**config.mk**
```make
export PLATFORM = sky130hd
export DESIGN_NAME = wsw_watchdog_sleep_ctrl
export DESIGN_NICKNAME = d
export VERILOG_FILES = /design/src/wsw_pkg.sv /design/src/wsw_watchdog_sleep_ctrl.sv
export SDC_FILE = /design/constraint.sdc
export NUM_CORES = 1
export LEC_CHECK = 0
export BUFFER_PORTS_ARGS = -buffer_cell sky130_fd_sc_hd__buf_2
export CAP_MARGIN = 20
export CORE_MARGIN = 8
export CORE_UTILIZATION = 45
export CTS_CLUSTER_DIAMETER = 60
export DETAILED_ROUTE_END_ITERATION = 7
export GPL_TIMING_DRIVEN = 0
export PLACE_DENSITY_LB_ADDON = 0.08
export SLEW_MARGIN = 20
export SYNTH_ARGS = -nofsm -noshare
export SYNTH_HDL_FRONTEND = slang
export SYNTH_SLANG_ARGS = --single-unit
```
**constraint.sdc**
```tcl
create_clock -name core_clk -period 3.02 [get_ports core_clk]
set_clock_uncertainty 0.1 [all_clocks]
set_input_delay 0.151 -clock core_clk [delete_from_list [all_inputs] [get_ports core_clk]]
set_output_delay 0.151 -clock core_clk [all_outputs]
set_load 0.01 [all_outputs]
```
**src/wsw_pkg.sv**
```systemverilog
// constants, register map and state type of the watchdog / sleep-wake block
// assumes one 125 MHz core clock and an APB master with 32-bit data
package wsw_pkg;
   // timing
   localparam int CLK_MHZ        = 125;
   localparam int WD_PERIOD_US   = 18000;
   localparam int WD_BASE_CYC    = WD_PERIOD_US * CLK_MHZ;
   localparam int RATIO_LOG_MAX  = 7;

   // register indices; byte address is four times the index
   localparam int ADDR_W         = 16;
   localparam logic [15:0] OPT_IDX  = 16'h0081;
   localparam logic [15:0] CFG_IDX  = 16'h2007;
   localparam logic [15:0] STAT_IDX = 16'h0003;
   localparam logic [15:0] IRQS_IDX = 16'h0010;
   localparam logic [15:0] IRQM_IDX = 16'h0011;

   // timer_prescale_config fields
   localparam logic [7:0] OPT_RESET   = 8'hFF;
   localparam int         OPT_ASSIGN_BIT = 3;
   localparam int         OPT_PS_LSB  = 0;
   localparam int         OPT_PS_W    = 3;

   // device_config_word field
   localparam int CFG_WDEN_BIT = 3;

   // status word fields
   localparam int STAT_TMO_BIT = 4;
   localparam int STAT_PWD_BIT = 3;

   // interrupt events
   localparam int EV_W       = 3;
   localparam int EV_TIMEOUT = 0;
   localparam int EV_WAKE    = 1;
   localparam int EV_SLEEP   = 2;
   localparam logic [EV_W-1:0] IRQ_MASK_RESET = 3'h0;

   localparam int          PC_W        = 13;
   localparam logic [12:0] VECTOR_ADDR = 13'h0004;

   typedef enum logic [1:0] {
      WSW_RUN   = 2'b00,
      WSW_SLEEP = 2'b01
   } wsw_state_t;
endpackage : wsw_pkg

```
**src/wsw_watchdog_sleep_ctrl.sv**
```systemverilog
// watchdog timer with prescaler, sleep entry and wake-up control, APB slave
// assumes core strobes and interrupt enables/flags are on core_clk; pins are not
// Function
// timeout while running resets the device
// timeout while asleep wakes and continues
// watchdog keeps counting while core sleeps
// cleared enable fuse disables watchdog forever
// nominal 18 ms base timeout period
// software assigns prescaler up to 1:128
// clear and sleep instructions clear counters
// any timeout clears the timeout flag
// sleep entry: clear watchdog, set flags, hold
// watchdog reset is internal, pin untouched
// wake sources; only external reset resets
// powerdown flag set at power-up, cleared sleeping
// enabled source wakes regardless of global enable
// global enable selects resume or vector branch
// sleep prefetches instruction at pc plus one
// pending enabled interrupt wakes at once
// every wake-up clears the watchdog
// software allows multi-second worst case timeout
// prescale ratio is two to field power
//
// Our own choice: the APB slave port.
module wsw_watchdog_sleep_ctrl #(
   parameter int WD_BASE_CYC  = wsw_pkg::WD_BASE_CYC,
   parameter int NUM_INT      = 7
) (
   // clock and reset
   input  wire logic                        core_clk,
   input  wire logic                        nrst,
   // apb slave
   input  wire logic                        psel,
   input  wire logic                        penable,
   input  wire logic                        pwrite,
   input  wire logic [wsw_pkg::ADDR_W-1:0]  paddr,
   input  wire logic [31:0]                 pwdata,
   output logic [31:0]                      prdata,
   output logic                             pready,
   output logic                             pslverr,
   // pins
   input  wire logic                        externalResetPin_n,
   input  wire logic                        watchdogEnableFuse,
   // core instruction stream
   input  wire logic                        clearWatchdogInstr,
   input  wire logic                        sleepInstr,
   input  wire logic [wsw_pkg::PC_W-1:0]    pc,
   // interrupt logic
   input  wire logic [NUM_INT-1:0]          intSrcEnable,
   input  wire logic [NUM_INT-1:0]          intSrcFlag,
   input  wire logic                        globalIntEnable,
   // core control
   output logic                             coreReset,
   output logic                             oscDriverOff,
   output logic                             ioHold,
   output logic                             prefetchValid,
   output logic [wsw_pkg::PC_W-1:0]         prefetchAddr,
   output logic                             wakeResume,
   output logic                             wakeVector,
   output logic [wsw_pkg::PC_W-1:0]         vectorAddr,
   // status
   output logic                             timeoutStatusFlag,
   output logic                             powerdownStatusFlag,
   output logic                             irq
);
   localparam int CW = $clog2(WD_BASE_CYC);
   localparam logic [CW-1:0] BASE_LAST = CW'(WD_BASE_CYC - 1);

   if (WD_BASE_CYC < 2) begin : g_chk_base
      $error("WD_BASE_CYC must be at least 2");
   end
   if (NUM_INT < 1) begin : g_chk_int
      $error("NUM_INT must be at least 1");
   end

   // synchronisers for pins
   logic extRstMeta_r, extRstSync_r, fuseMeta_r, fuseSync_r;
   logic fuseCaught_r, fuseOn_r;

   always_ff @(posedge core_clk or negedge nrst) begin
      if (!nrst) begin
         extRstMeta_r <= 1'b1;
         extRstSync_r <= 1'b1;
         fuseMeta_r   <= 1'b0;
         fuseSync_r   <= 1'b0;
      end else begin
         extRstMeta_r <= externalResetPin_n;
         extRstSync_r <= extRstMeta_r;
         fuseMeta_r   <= watchdogEnableFuse;
         fuseSync_r   <= fuseMeta_r;
      end
   end

   // nonvolatile enable is taken once after reset release and then frozen
   logic [1:0] fuseWait_r;
   always_ff @(posedge core_clk or negedge nrst) begin
      if (!nrst) begin
         fuseWait_r   <= 2'h0;
         fuseCaught_r <= 1'b0;
         fuseOn_r     <= 1'b0;
      end else if (!fuseCaught_r) begin
         fuseWait_r <= fuseWait_r + 2'h1;
         if (fuseWait_r == 2'h2) begin
            fuseCaught_r <= 1'b1;
            fuseOn_r     <= fuseSync_r;
         end
      end
   end

   // apb decode
   localparam int EV_W_L = wsw_pkg::EV_W;
   logic [7:0]      option_r;
   logic [EV_W_L-1:0] irqStat_r, irqMask_r, irqStat_nxt, events;
   logic pready_r, pslverr_r;
   logic [31:0] prdata_r;

   wire [15:0] addrOpt  = {wsw_pkg::OPT_IDX[13:0], 2'b00};
   wire [15:0] addrCfg  = {wsw_pkg::CFG_IDX[13:0], 2'b00};
   wire [15:0] addrStat = {wsw_pkg::STAT_IDX[13:0], 2'b00};
   wire [15:0] addrIrqS = {wsw_pkg::IRQS_IDX[13:0], 2'b00};
   wire [15:0] addrIrqM = {wsw_pkg::IRQM_IDX[13:0], 2'b00};

   wire selOpt  = paddr == addrOpt;
   wire selCfg  = paddr == addrCfg;
   wire selStat = paddr == addrStat;
   wire selIrqS = paddr == addrIrqS;
   wire selIrqM = paddr == addrIrqM;
   wire mapped  = selOpt | selCfg | selStat | selIrqS | selIrqM;
   wire accDone = psel & penable & pready_r;
   // config word and status are read-only; writing them is flagged as an error
   wire wrOk    = accDone & pwrite & (selOpt | selIrqS | selIrqM);
   wire errNow  = ~mapped | (pwrite & (selCfg | selStat));

   logic tmoFlag_r, pwdFlag_r;
   wire [7:0] cfgWord  = 8'(fuseOn_r) << wsw_pkg::CFG_WDEN_BIT;
   wire [7:0] statWord = (8'(tmoFlag_r) << wsw_pkg::STAT_TMO_BIT) | (8'(pwdFlag_r) << wsw_pkg::STAT_PWD_BIT);
   wire [31:0] rdMux = selOpt  ? {24'h000000, option_r} :
                       selCfg  ? {24'h000000, cfgWord} :
                       selStat ? {24'h000000, statWord} :
                       selIrqS ? {29'h00000000, irqStat_r} :
                       selIrqM ? {29'h00000000, irqMask_r} : 32'h00000000;

   // one wait state: ready in the second access cycle
   always_ff @(posedge core_clk or negedge nrst) begin
      if (!nrst) begin
         pready_r  <= 1'b0;
         pslverr_r <= 1'b0;
         prdata_r  <= 32'h00000000;
      end else begin
         pready_r  <= psel & penable & ~pready_r;
         pslverr_r <= psel & penable & ~pready_r & errNow;
         prdata_r  <= (psel & ~pready_r & ~pwrite) ? rdMux : 32'h00000000;
      end
   end

   always_ff @(posedge core_clk or negedge nrst) begin
      if (!nrst) begin
         option_r  <= wsw_pkg::OPT_RESET;
         irqMask_r <= wsw_pkg::IRQ_MASK_RESET;
      end else begin
         if (wrOk & selOpt) option_r <= pwdata[7:0];
         if (wrOk & selIrqM) irqMask_r <= pwdata[EV_W_L-1:0];
      end
   end

   // watchdog counters
   logic [CW-1:0] baseCnt_r;
   logic [6:0]    preCnt_r;
   wsw_pkg::wsw_state_t state_r, state_nxt;

   wire assignWd = option_r[wsw_pkg::OPT_ASSIGN_BIT];
   wire [2:0] psField = option_r[wsw_pkg::OPT_PS_LSB +: wsw_pkg::OPT_PS_W];
   // a ratio change mid-period only takes hold cleanly after the next restart
   wire [6:0] preLimit = assignWd ? 7'((8'h01 << psField) - 8'h01) : 7'h00;
   wire baseEnd  = baseCnt_r == BASE_LAST;
   wire wdExpire = fuseOn_r & baseEnd & (preCnt_r == preLimit);
   wire extRst   = ~extRstSync_r;
   wire running  = state_r == wsw_pkg::WSW_RUN;
   wire asleep   = state_r == wsw_pkg::WSW_SLEEP;
   wire intPending = |(intSrcEnable & intSrcFlag);
   // an expiry in the same cycle as the sleep strobe wins; sleep is dropped
   wire sleepGo  = running & sleepInstr & ~extRst & ~wdExpire;
   wire immWake  = sleepGo & intPending;
   wire wakeIrq  = asleep & intPending & ~extRst;
   wire wakeExp  = asleep & wdExpire & ~extRst;
   wire resumeNow = immWake | wakeIrq | wakeExp;
   // restart covers clear, sleep entry, every wake, pin reset and a running expiry
   wire wdRestart = clearWatchdogInstr | sleepGo | resumeNow | extRst | (running & wdExpire);

   // counts on every core_clk edge regardless of sleep state
   always_ff @(posedge core_clk or negedge nrst) begin
      if (!nrst) begin
         baseCnt_r <= '0;
         preCnt_r  <= 7'h00;
      end else if (wdRestart | ~fuseOn_r) begin
         baseCnt_r <= '0;
         preCnt_r  <= 7'h00;
      end else if (baseEnd) begin
         baseCnt_r <= '0;
         preCnt_r  <= (preCnt_r == preLimit) ? 7'h00 : preCnt_r + 7'h01;
      end else begin
         baseCnt_r <= baseCnt_r + CW'(1);
      end
   end

   // sleep state machine
   always_comb begin
      state_nxt = state_r;
      case (state_r)
         wsw_pkg::WSW_RUN: begin
            if (sleepGo & ~immWake) state_nxt = wsw_pkg::WSW_SLEEP;
         end
         wsw_pkg::WSW_SLEEP: begin
            if (resumeNow | extRst) state_nxt = wsw_pkg::WSW_RUN;
         end
         default: state_nxt = wsw_pkg::WSW_RUN;
      endcase
   end

   logic coreReset_r, oscOff_r, ioHold_r, prefValid_r, resume_r, vector_r;
   logic [wsw_pkg::PC_W-1:0] prefAddr_r;

   always_ff @(posedge core_clk or negedge nrst) begin
      if (!nrst) begin
         state_r     <= wsw_pkg::WSW_RUN;
         coreReset_r <= 1'b0;
         oscOff_r    <= 1'b0;
         ioHold_r    <= 1'b0;
         prefValid_r <= 1'b0;
         prefAddr_r  <= '0;
         resume_r    <= 1'b0;
         vector_r    <= 1'b0;
      end else begin
         state_r     <= state_nxt;
         // internal reset request only; the reset pin is never driven
         coreReset_r <= extRst | (running & wdExpire);
         oscOff_r    <= state_nxt == wsw_pkg::WSW_SLEEP;
         ioHold_r    <= state_nxt == wsw_pkg::WSW_SLEEP;
         prefValid_r <= sleepGo;
         if (sleepGo) prefAddr_r <= pc + wsw_pkg::PC_W'(1);
         resume_r    <= resumeNow;
         vector_r    <= resumeNow & globalIntEnable;
      end
   end

   // status flags: power-up sets both
   always_ff @(posedge core_clk or negedge nrst) begin
      if (!nrst) begin
         tmoFlag_r <= 1'b1;
         pwdFlag_r <= 1'b1;
      end else if (wdExpire) begin
         tmoFlag_r <= 1'b0;
      end else if (sleepGo) begin
         tmoFlag_r <= 1'b1;
         pwdFlag_r <= 1'b0;
      end else if (clearWatchdogInstr) begin
         tmoFlag_r <= 1'b1;
         pwdFlag_r <= 1'b1;
      end
   end

   // sticky events, write one to clear, set wins
   assign events[wsw_pkg::EV_TIMEOUT] = wdExpire;
   assign events[wsw_pkg::EV_WAKE]    = resumeNow;
   assign events[wsw_pkg::EV_SLEEP]   = sleepGo;
   always_comb begin
      irqStat_nxt = irqStat_r;
      if (wrOk & selIrqS) irqStat_nxt = irqStat_nxt & ~pwdata[EV_W_L-1:0];
      irqStat_nxt = irqStat_nxt | events;
   end

   logic irq_r;
   always_ff @(posedge core_clk or negedge nrst) begin
      if (!nrst) begin
         irqStat_r <= '0;
         irq_r     <= 1'b0;
      end else begin
         irqStat_r <= irqStat_nxt;
         irq_r     <= |(irqStat_nxt & irqMask_r);
      end
   end

   assign prdata              = prdata_r;
   assign pready              = pready_r;
   assign pslverr             = pslverr_r;
   assign coreReset           = coreReset_r;
   assign oscDriverOff        = oscOff_r;
   assign ioHold              = ioHold_r;
   assign prefetchValid       = prefValid_r;
   assign prefetchAddr        = prefAddr_r;
   assign wakeResume          = resume_r;
   assign wakeVector          = vector_r;
   assign vectorAddr          = wsw_pkg::VECTOR_ADDR;
   assign timeoutStatusFlag   = tmoFlag_r;
   assign powerdownStatusFlag = pwdFlag_r;
   assign irq                 = irq_r;

   // reference count of cycles since the last restart; an option write mid-period voids the check
   logic [CW+7:0] sinceRestart_r;
   logic          optQuiet_r;
   wire  [CW+7:0] periodLast = ((CW+8)'(WD_BASE_CYC) << (assignWd ? psField : 3'h0)) - (CW+8)'(1);

   always_ff @(posedge core_clk or negedge nrst) begin
      if (!nrst) begin
         sinceRestart_r <= '0;
         optQuiet_r     <= 1'b1;
      end else begin
         sinceRestart_r <= (wdRestart | ~fuseOn_r) ? '0 : sinceRestart_r + (CW+8)'(1);
         if (wrOk & selOpt) optQuiet_r <= 1'b0;
         else if (wdRestart) optQuiet_r <= 1'b1;
      end
   end
endmodule : wsw_watchdog_sleep_ctrl

```
==> results of run 1 <==
-- sequential cells by signal, indices dropped and copies added (netlist names), 2 cells and up --
name,flops
baseCnt_r,22
prefetchAddr,13
option_r,8
prdata,8
preCnt_r,7
irqMask_r,3
irqStat_r,3
fuseWait_r,2
state_r,2
-- through the flow --
| stage | total power [mW] | hold WS, ns | util | setup slack (ns) | cell area (um^2) |
|---|---|---|---|---|---|
| 6_report | 2.406 | 0.02731 | 0.5829 | 0.3931 | 5619 |
| 5_1_grt | 2.524 | 0.01623 | 0.5829 | 0.1971 | 5619 |
| 4_1_cts | 2.441 | 0.007368 | 0.5829 | 0.3583 | 5619 |
| 3_5_place_dp | 1.489 | 0.05660 | 0.5387 | 0.3651 | 5192 |
| 3_3_place_gp | 1.480 | 0.1619 | 0.5356 | 0.3357 | 5162 |
| 2_1_floorplan | 1.355 | -0.2446 | - | 0.7082 | 4536 |
-- power by group through the flow --
stage	Clock [mW]	Combinational (mW)	Sequential (mW)
2_1_floorplan	0	0.124	1.23
3_3_place_gp	0	0.266	1.21
3_5_place_dp	0	0.275	1.21
4_1_cts	0.954	0.294	1.19
5_1_grt	0.998	0.328	1.20
6_report	0.922	0.292	1.19
-- cell usage after synthesis (3+ instances only) --
master	instances
dfrtp_1	72
buf_4	39
nor2_1	39
nand2_1	34
nand3_1	22
xnor2_1	20
xor2_1	17
mux2_2	14
and3_1	13
dfstp_2	12
o21ai_0	11
nor2_4	10
a21oi_1	9
nand4_1	9
inv_1	7
nor3_1	6
buf_2	5
a222oi_1	4
and2_1	4
ha_1	4
mux2_1	4
nand3b_1	3
nor4b_1	3
o21ai_1	3
or3_1	3
-- routing by layer --
layer | GRT usage | up-vias
li1 | - | 1686
met1 | 0.1749 | 1574
met2 | 0.2662 | 86
met3 | 0.05830 | 6
met4 | 0.04553 | 2
met5 | 0 | -
-- worst max-delay path by stage --
stage / from / end
detailed placement: baseCnt_r[0]$_DFF_PN0_ / prefetchAddr[3]$_DFFE_PN0P_
floorplan: option_r[3]$_DFFE_PN1P_ / prefetchAddr[11]$_DFFE_PN0P_
global route: baseCnt_r[0]$_DFF_PN0_ / prefetchAddr[3]$_DFFE_PN0P_
finish: baseCnt_r[0]$_DFF_PN0_ / prefetchAddr[3]$_DFFE_PN0P_
global placement: baseCnt_r[0]$_DFF_PN0_ / prefetchAddr[7]$_DFFE_PN0P_
CTS: baseCnt_r[0]$_DFF_PN0_ / prefetchAddr[3]$_DFFE_PN0P_
-- cells by family after synthesis --
kind of cell	after synthesis	share of synthesized area
compound gates	50	0.08501
buf+inv	56	0.08842
other cells	2	0.001707
mux	19	0.04834
fa+ha+maj	4	0.01137
flops	84	0.4811
simple gates	166	0.2104
xor+xnor	37	0.07364
-- layout make-up --
| cell class | count | area, um^2 | area share |
|---|---|---|---|
| sequential | 84 | 2117 | 0.3768 |
| multi-input combinational | 314 | 2029 | 0.3612 |
| timing repair buffer | 112 | 680.7 | 0.1211 |
| buffer | 48 | 359.1 | 0.06391 |
| clock buffer | 13 | 168.9 | 0.03006 |
| tap | 133 | 166.4 | 0.02961 |
| clock inverter | 3 | 67.56 | 0.01202 |
| inverter | 8 | 30.03 | 0.005344 |
-- worst register-to-register path: cells and delay by family (launching register included) --
family / cells / cell delay, ns
AND/OR/NAND/NOR: 4 / 0.99
flip-flops: 1 / 0.39
multiplexers: 1 / 0.34
AO/OA/AOI/OAI: 1 / 0.26
adder cells (fa/ha/maj): 1 / 0.22
buffers and inverters: 1 / 0.22
-- repair_timing --
item,4_1_cts,5_1_grt
endpoints found under the setup margin,0,0
hold buffers,19,0
buffers inserted,0,0
endpoints found under the hold margin,49,0
==> reports/qor.yml, run 1 <==
timing:
  slew_headroom: 0.5867
  min_period_over_period: 0.8698
  rsz0062_at_grt: "no"
  post-route-min-period_ns: 2.627
  tightest_slew_ns: 0.6152
  setup_viol: 0
  hold_viol_final: 0
  finalSetupTns_ns: 0
  drv_slew: 0
  max_freq_mhz: 380.7
critical_path:
  cp_top_family: "simple AND/OR/NAND/NOR gates"
  cpMaxStageDelayCell: "dfrtp_1"
  critical_path_class: "register to register"
  r2r_setup_slack_ns: 0.39
  worstPathCellList: "ha_1, and3_1, nand4_1, nor3_2, o2111ai_2, nand2_1, buf_4, mux2_1"
  cp-end-kind: "register"
  worst_ep_arrival_time_ns: 2.76
  required_ns: 3.15
  cp.depth: 8
  critPathBufInv: 1
  r2r.worst_path.cells: 8
  r2r_end: "prefetchAddr[3]$_DFFE_PN0P_"
  cp_max_fo: 10
  start_kind: "register"
  reg2reg_from: "baseCnt_r[0]$_DFF_PN0_"
  critPathMaxStageDelay_ns: 0.39
synth:
  synth-main-ff-cell: "dfrtp_1"
  yosysTopAreaCell: "dfrtp_1"
  synth_cells: 418
  synth_area_um2: 4400
  synth_async_sr_flop_share: 1.000
  yosysUniqueCellTypes: 64
  yosysTopAreaCellShare: 0.4094
  synth_enable_flop_cells: 0
  yosysWarnings: 0
  synth_top_cells_by_area: "dfrtp_1 (41%), dfstp_2 (7.2%), buf_4 (6.7%)"
  ys_ff_latch: 84
  yosysSeqAreaShare: 0.4811
  syn_area_per_cell_um2: 10.53
finish:
  fin_cells: 715
  synthToLayoutAreaGrowth_pct: 27.69
  drive_above_1_share: 0.3608
  layout_commonest_cell: "buf_2"
  fillers: 889
  diodes: 0
  final_cell_mix: "buf_2 (96), dfrtp_1 (72), buf_4 (40)"
  nNetsFinal: 666
power:
  power_frac_seq: 0.495
  power.density_nw_per_um2: 428.3
  power_frac_comb: 0.121
  switching_share: 0.2324
  p_int_mw: 1.847
  p_switching_uw: 559.4
  clkPwrFrac: 0.383
  leakagePower_nw: 2.650
  peakVddDrop_mv: 0.3214
clock_tree:
  cts_tree: "done"
  clockBufferDepth: 2
  clk_latency_ns: 0.35
  cts-root-buf: "clkbuf_8"
  path_clk_slew_ns: 0.08
  cts.repair.resized: 0
  clock_sinks: 84
  cts_made_buffers: 9
  htree_levels: 3
floorplanning:
  fp.dieW_um: 114.9
  core_area_um2: 9639
  die-area_um2: 13200
  num_io_pins: 154
  die_y_um: 114.9
  num_rows: 36
  start_util: 0.4565
drt:
  vias: 3354
  wl_met2_um: 4871
  top_layer_used: "met5"
  drcViolationCount: 0
  drt-total-wl_um: 9575
  dr.pass1.iters: 4
  vias_per_cell: 4.691
  met3_wirelength_um: 707
  drtIter0Drc: 125
  final_antenna_net_count: 0
  wl_met1_um: 3930
  routedWlPerCell_um: 13.39
global_routing:
  grtUsageTotal: 0.1548
  antenna_found_initial: 1
  grt_pass1_wl_um: 16460
  gr-total-overflow: 0
  grt_max_degree: 49
  first_global_vias: 3555
job:
  drv_cap: 0
hold_path:
  hold_end: "pslverr$_DFF_PN0_"
  holdPathStages: 3
  holdCritStartpoint: "pwrite"
  hold_class: "input port to register"
placement:
  port_buffers: 92
  hpwlAfterDp_um: 7387
  gp_congestion: 0.8087
  place_inst: 680
status:
  status: "completed"
Note: power is estimated with default switching activity, not from simulation.
==> inputs of run 2 (changes only) <==
--- a/config.mk
+++ b/config.mk
@@ -5,6 +5,7 @@
 export SDC_FILE = /design/constraint.sdc
 export NUM_CORES = 1
 export LEC_CHECK = 0
+export ABC_AREA = 1
 export BUFFER_PORTS_ARGS = -buffer_cell sky130_fd_sc_hd__buf_2
 export CAP_MARGIN = 20
 export CORE_MARGIN = 8
==> reports/qor.yml, run 2 <==
hold_path:
  holdCritStartpoint: "pc[5]"
  hold_class: "input port to register"
  holdPathStages: 3
  hold_end: "prefetchAddr[5]$_DFFE_PN0P_"
timing:
  setup_viol: 0
  holdWs_ns: 0.02120
  tightest_slew_ns: 0.7852
  slew_headroom: 0.4717
  max_freq_mhz: 409.1
  rsz0062_at_grt: "no"
  finalSetupTns_ns: 0
  min_period_over_period: 0.8094
  hold_viol_final: 0
  drv_slew: 0
  post-route-min-period_ns: 2.444
critical_path:
  critical_path_class: "register to register"
  critPathBufInv: 2
  cpMaxStageDelayCell: "dfrtp_1"
  worst_ep_arrival_time_ns: 2.65
  r2r.worst_path.cells: 13
  r2r_end: "baseCnt_r[19]$_DFF_PN0_"
  worstPathCellList: "ha_1, nand3_1, nor2_1, nand3_1, nor2_2, nand3_4, nand2_4, nand2_2, nor2_1, nand2_1, buf_6, buf_12, nor2_4"
  r2r_setup_slack_ns: 0.58
  reg2reg_from: "baseCnt_r[0]$_DFF_PN0_"
  cp_max_fo: 10
  start_kind: "register"
  cp-end-kind: "register"
  cp_top_family: "simple AND/OR/NAND/NOR gates"
  critPathMaxStageDelay_ns: 0.38
  required_ns: 3.22
synth:
  synth_common_cells: "nand2_1 (120), inv_1 (75), nor2_1 (74)"
  yosysTopAreaCellShare: 0.3715
  yosysUniqueCellTypes: 40
  yosysWarnings: 0
  ys_ff_latch: 84
  synth_async_sr_flop_share: 1.000
  yosysSeqAreaShare: 0.4365
  synth-main-ff-cell: "dfrtp_1"
  synth_top_cells_by_area: "dfrtp_1 (37%), nand2_1 (9.3%), dfstp_2 (6.5%)"
  synth_enable_flop_cells: 0
  yosysTopAreaCell: "dfrtp_1"
  yosysMostFrequentCell: "nand2_1"
  synth_area_um2: 4850
  syn_area_per_cell_um2: 8.016
  synth_cells: 605
placement:
  hpwlAfterDp_um: 8916
  port_buffers: 92
  gp_congestion: 0.9018
power:
  leakagePower_nw: 3.064
  peakVddDrop_mv: 0.2753
  power.density_nw_per_um2: 371.4
finish:
  final_cell_mix: "nand2_1 (120), buf_2 (92), inv_1 (75)"
  nNetsFinal: 858
  max_flop_register: "baseCnt_r"
  layout_commonest_cell: "nand2_1"
  largest_reg_flops: 22
  diodes: 0
  drive_above_1_share: 0.2494
  synthToLayoutAreaGrowth_pct: 25.21
drt:
  final_antenna_net_count: 0
  routedWlPerCell_um: 12.50
  vias_per_cell: 4.697
  vias: 4293
  drcViolationCount: 0
  drtIter0Drc: 220
  drt-total-wl_um: 11430
  dr.pass1.iters: 5
clock_tree:
  clockBufferDepth: 2
  clock_sinks: 84
  clk_latency_ns: 0.37
  cts_made_buffers: 9
  cts_tree: "done"
  path_clk_slew_ns: 0.10
  htree_levels: 3
  cts-root-buf: "clkbuf_8"
global_routing:
  grtUsageMet2: 0.2616
  first_global_vias: 4404
  met3_usage: 0.06341
  gr-total-overflow: 0
  grt_max_degree: 54
  grt_use_met1: 0.2081
  grt_pass1_wl_um: 19850
  grtUsageTotal: 0.1661
  antenna_found_initial: 0
  grt.busiest_layer: "met2"
job:
  drv_cap: 0
floorplanning:
  num_rows: 38
  num_io_pins: 154
  start_util: 0.4533
  die_y_um: 119.8
  fp.dieW_um: 119.8
  core_area_um2: 10700
  die-area_um2: 14350
status:
  status: "completed"
-- run 2: cell types whose count changed in the layout (fill, tap and decap cells not counted), moves of 5 or more --
cell / change
and3_1: -12
dlygate4sd3_1: +5
inv_1: +68
mux2_2: -9
nand2_1: +86
nand3_1: +26
nand4_1: +11
nor2_1: +35
nor3_1: +8
o21ai_0: +21
xnor2_1: -13
-- run 2: final cells by class --
| type | count | area, um^2 |
|---|---|---|
| tap | 140 | 175.2 |
| buffer | 46 | 344.1 |
| sequential | 84 | 2117 |
| clock inverter | 7 | 57.56 |
| fill | 1019 | 4626 |
| clock buffer | 9 | 123.9 |
| multi-input combinational | 434 | 2235 |
| inverter | 77 | 289.0 |
| timing repair buffer | 117 | 730.7 |
-- run 2: through the flow --
step	power (mW)	utilization	setup WS [ns]	cells	cell area [um^2]
2_1_floorplan	1.352	-	0.9630	641	4985
3_3_place_gp	1.475	0.5254	0.6014	873	5620
3_5_place_dp	1.483	0.5282	0.5445	874	5650
4_1_cts	2.283	0.5676	0.5212	914	6072
5_1_grt	2.363	0.5676	0.2835	914	6072
6_report	2.255	0.5676	0.5756	914	6072
-- run 2: power breakdown --
group	leakage, nW	switching, mW	internal, mW
logic	1.91	0.156	0.140
clock network	0.0886	0.460	0.312
registers	1.07	0.0214	1.17
total	3.06	0.637	1.62
-- run 2: worst max-delay path by stage --
stage,startpoint,end,slack (ns),cells past startpoint
2_1_floorplan,option_r[3]$_DFFE_PN1P_,baseCnt_r[12]$_DFF_PN0_,0.96,14
3_3_place_gp,baseCnt_r[0]$_DFF_PN0_,baseCnt_r[12]$_DFF_PN0_,0.60,13
3_5_place_dp,baseCnt_r[0]$_DFF_PN0_,baseCnt_r[19]$_DFF_PN0_,0.54,13
4_1_cts,baseCnt_r[0]$_DFF_PN0_,baseCnt_r[19]$_DFF_PN0_,0.52,13
5_1_grt,baseCnt_r[0]$_DFF_PN0_,baseCnt_r[18]$_DFF_PN0_,0.28,13
6_report,baseCnt_r[0]$_DFF_PN0_,baseCnt_r[19]$_DFF_PN0_,0.58,13
-- run 2: layer usage --
layer	vias to the layer above	wire length, um	share of wire
met5	-	0	0
met4	0	125	0.011
met3	9	786	0.069
met2	112	5274	0.46
met1	1983	5240	0.46
li1	2189	-	-
-- run 2: worst min-delay path, delay by kind of cell --
family | cells | cell delay [ns]
compound gates | 1 | 0.14
buf+inv | 1 | 0.10
xor+xnor | 1 | 0.06
-- run 2: what timing repair did --
action / CTS / global route
gates resized for setup: 0 / 0
setup buffers: 0 / 0
hold buffers: 24 / 0
endpoints found under the hold margin: 54 / 0
-- run 2: cells by family (layout without fill, tap and decap cells) --
kind of cell,count (synthesis),in the layout,synth area share
simple gates,310,310,0.3055
mux,5,5,0.01161
buf+inv,123,256,0.1305
compound gates,53,53,0.06063
fa+ha+maj,4,4,0.01032
xor+xnor,24,24,0.04334
flops,84,84,0.4365
other cells,2,38,0.001549
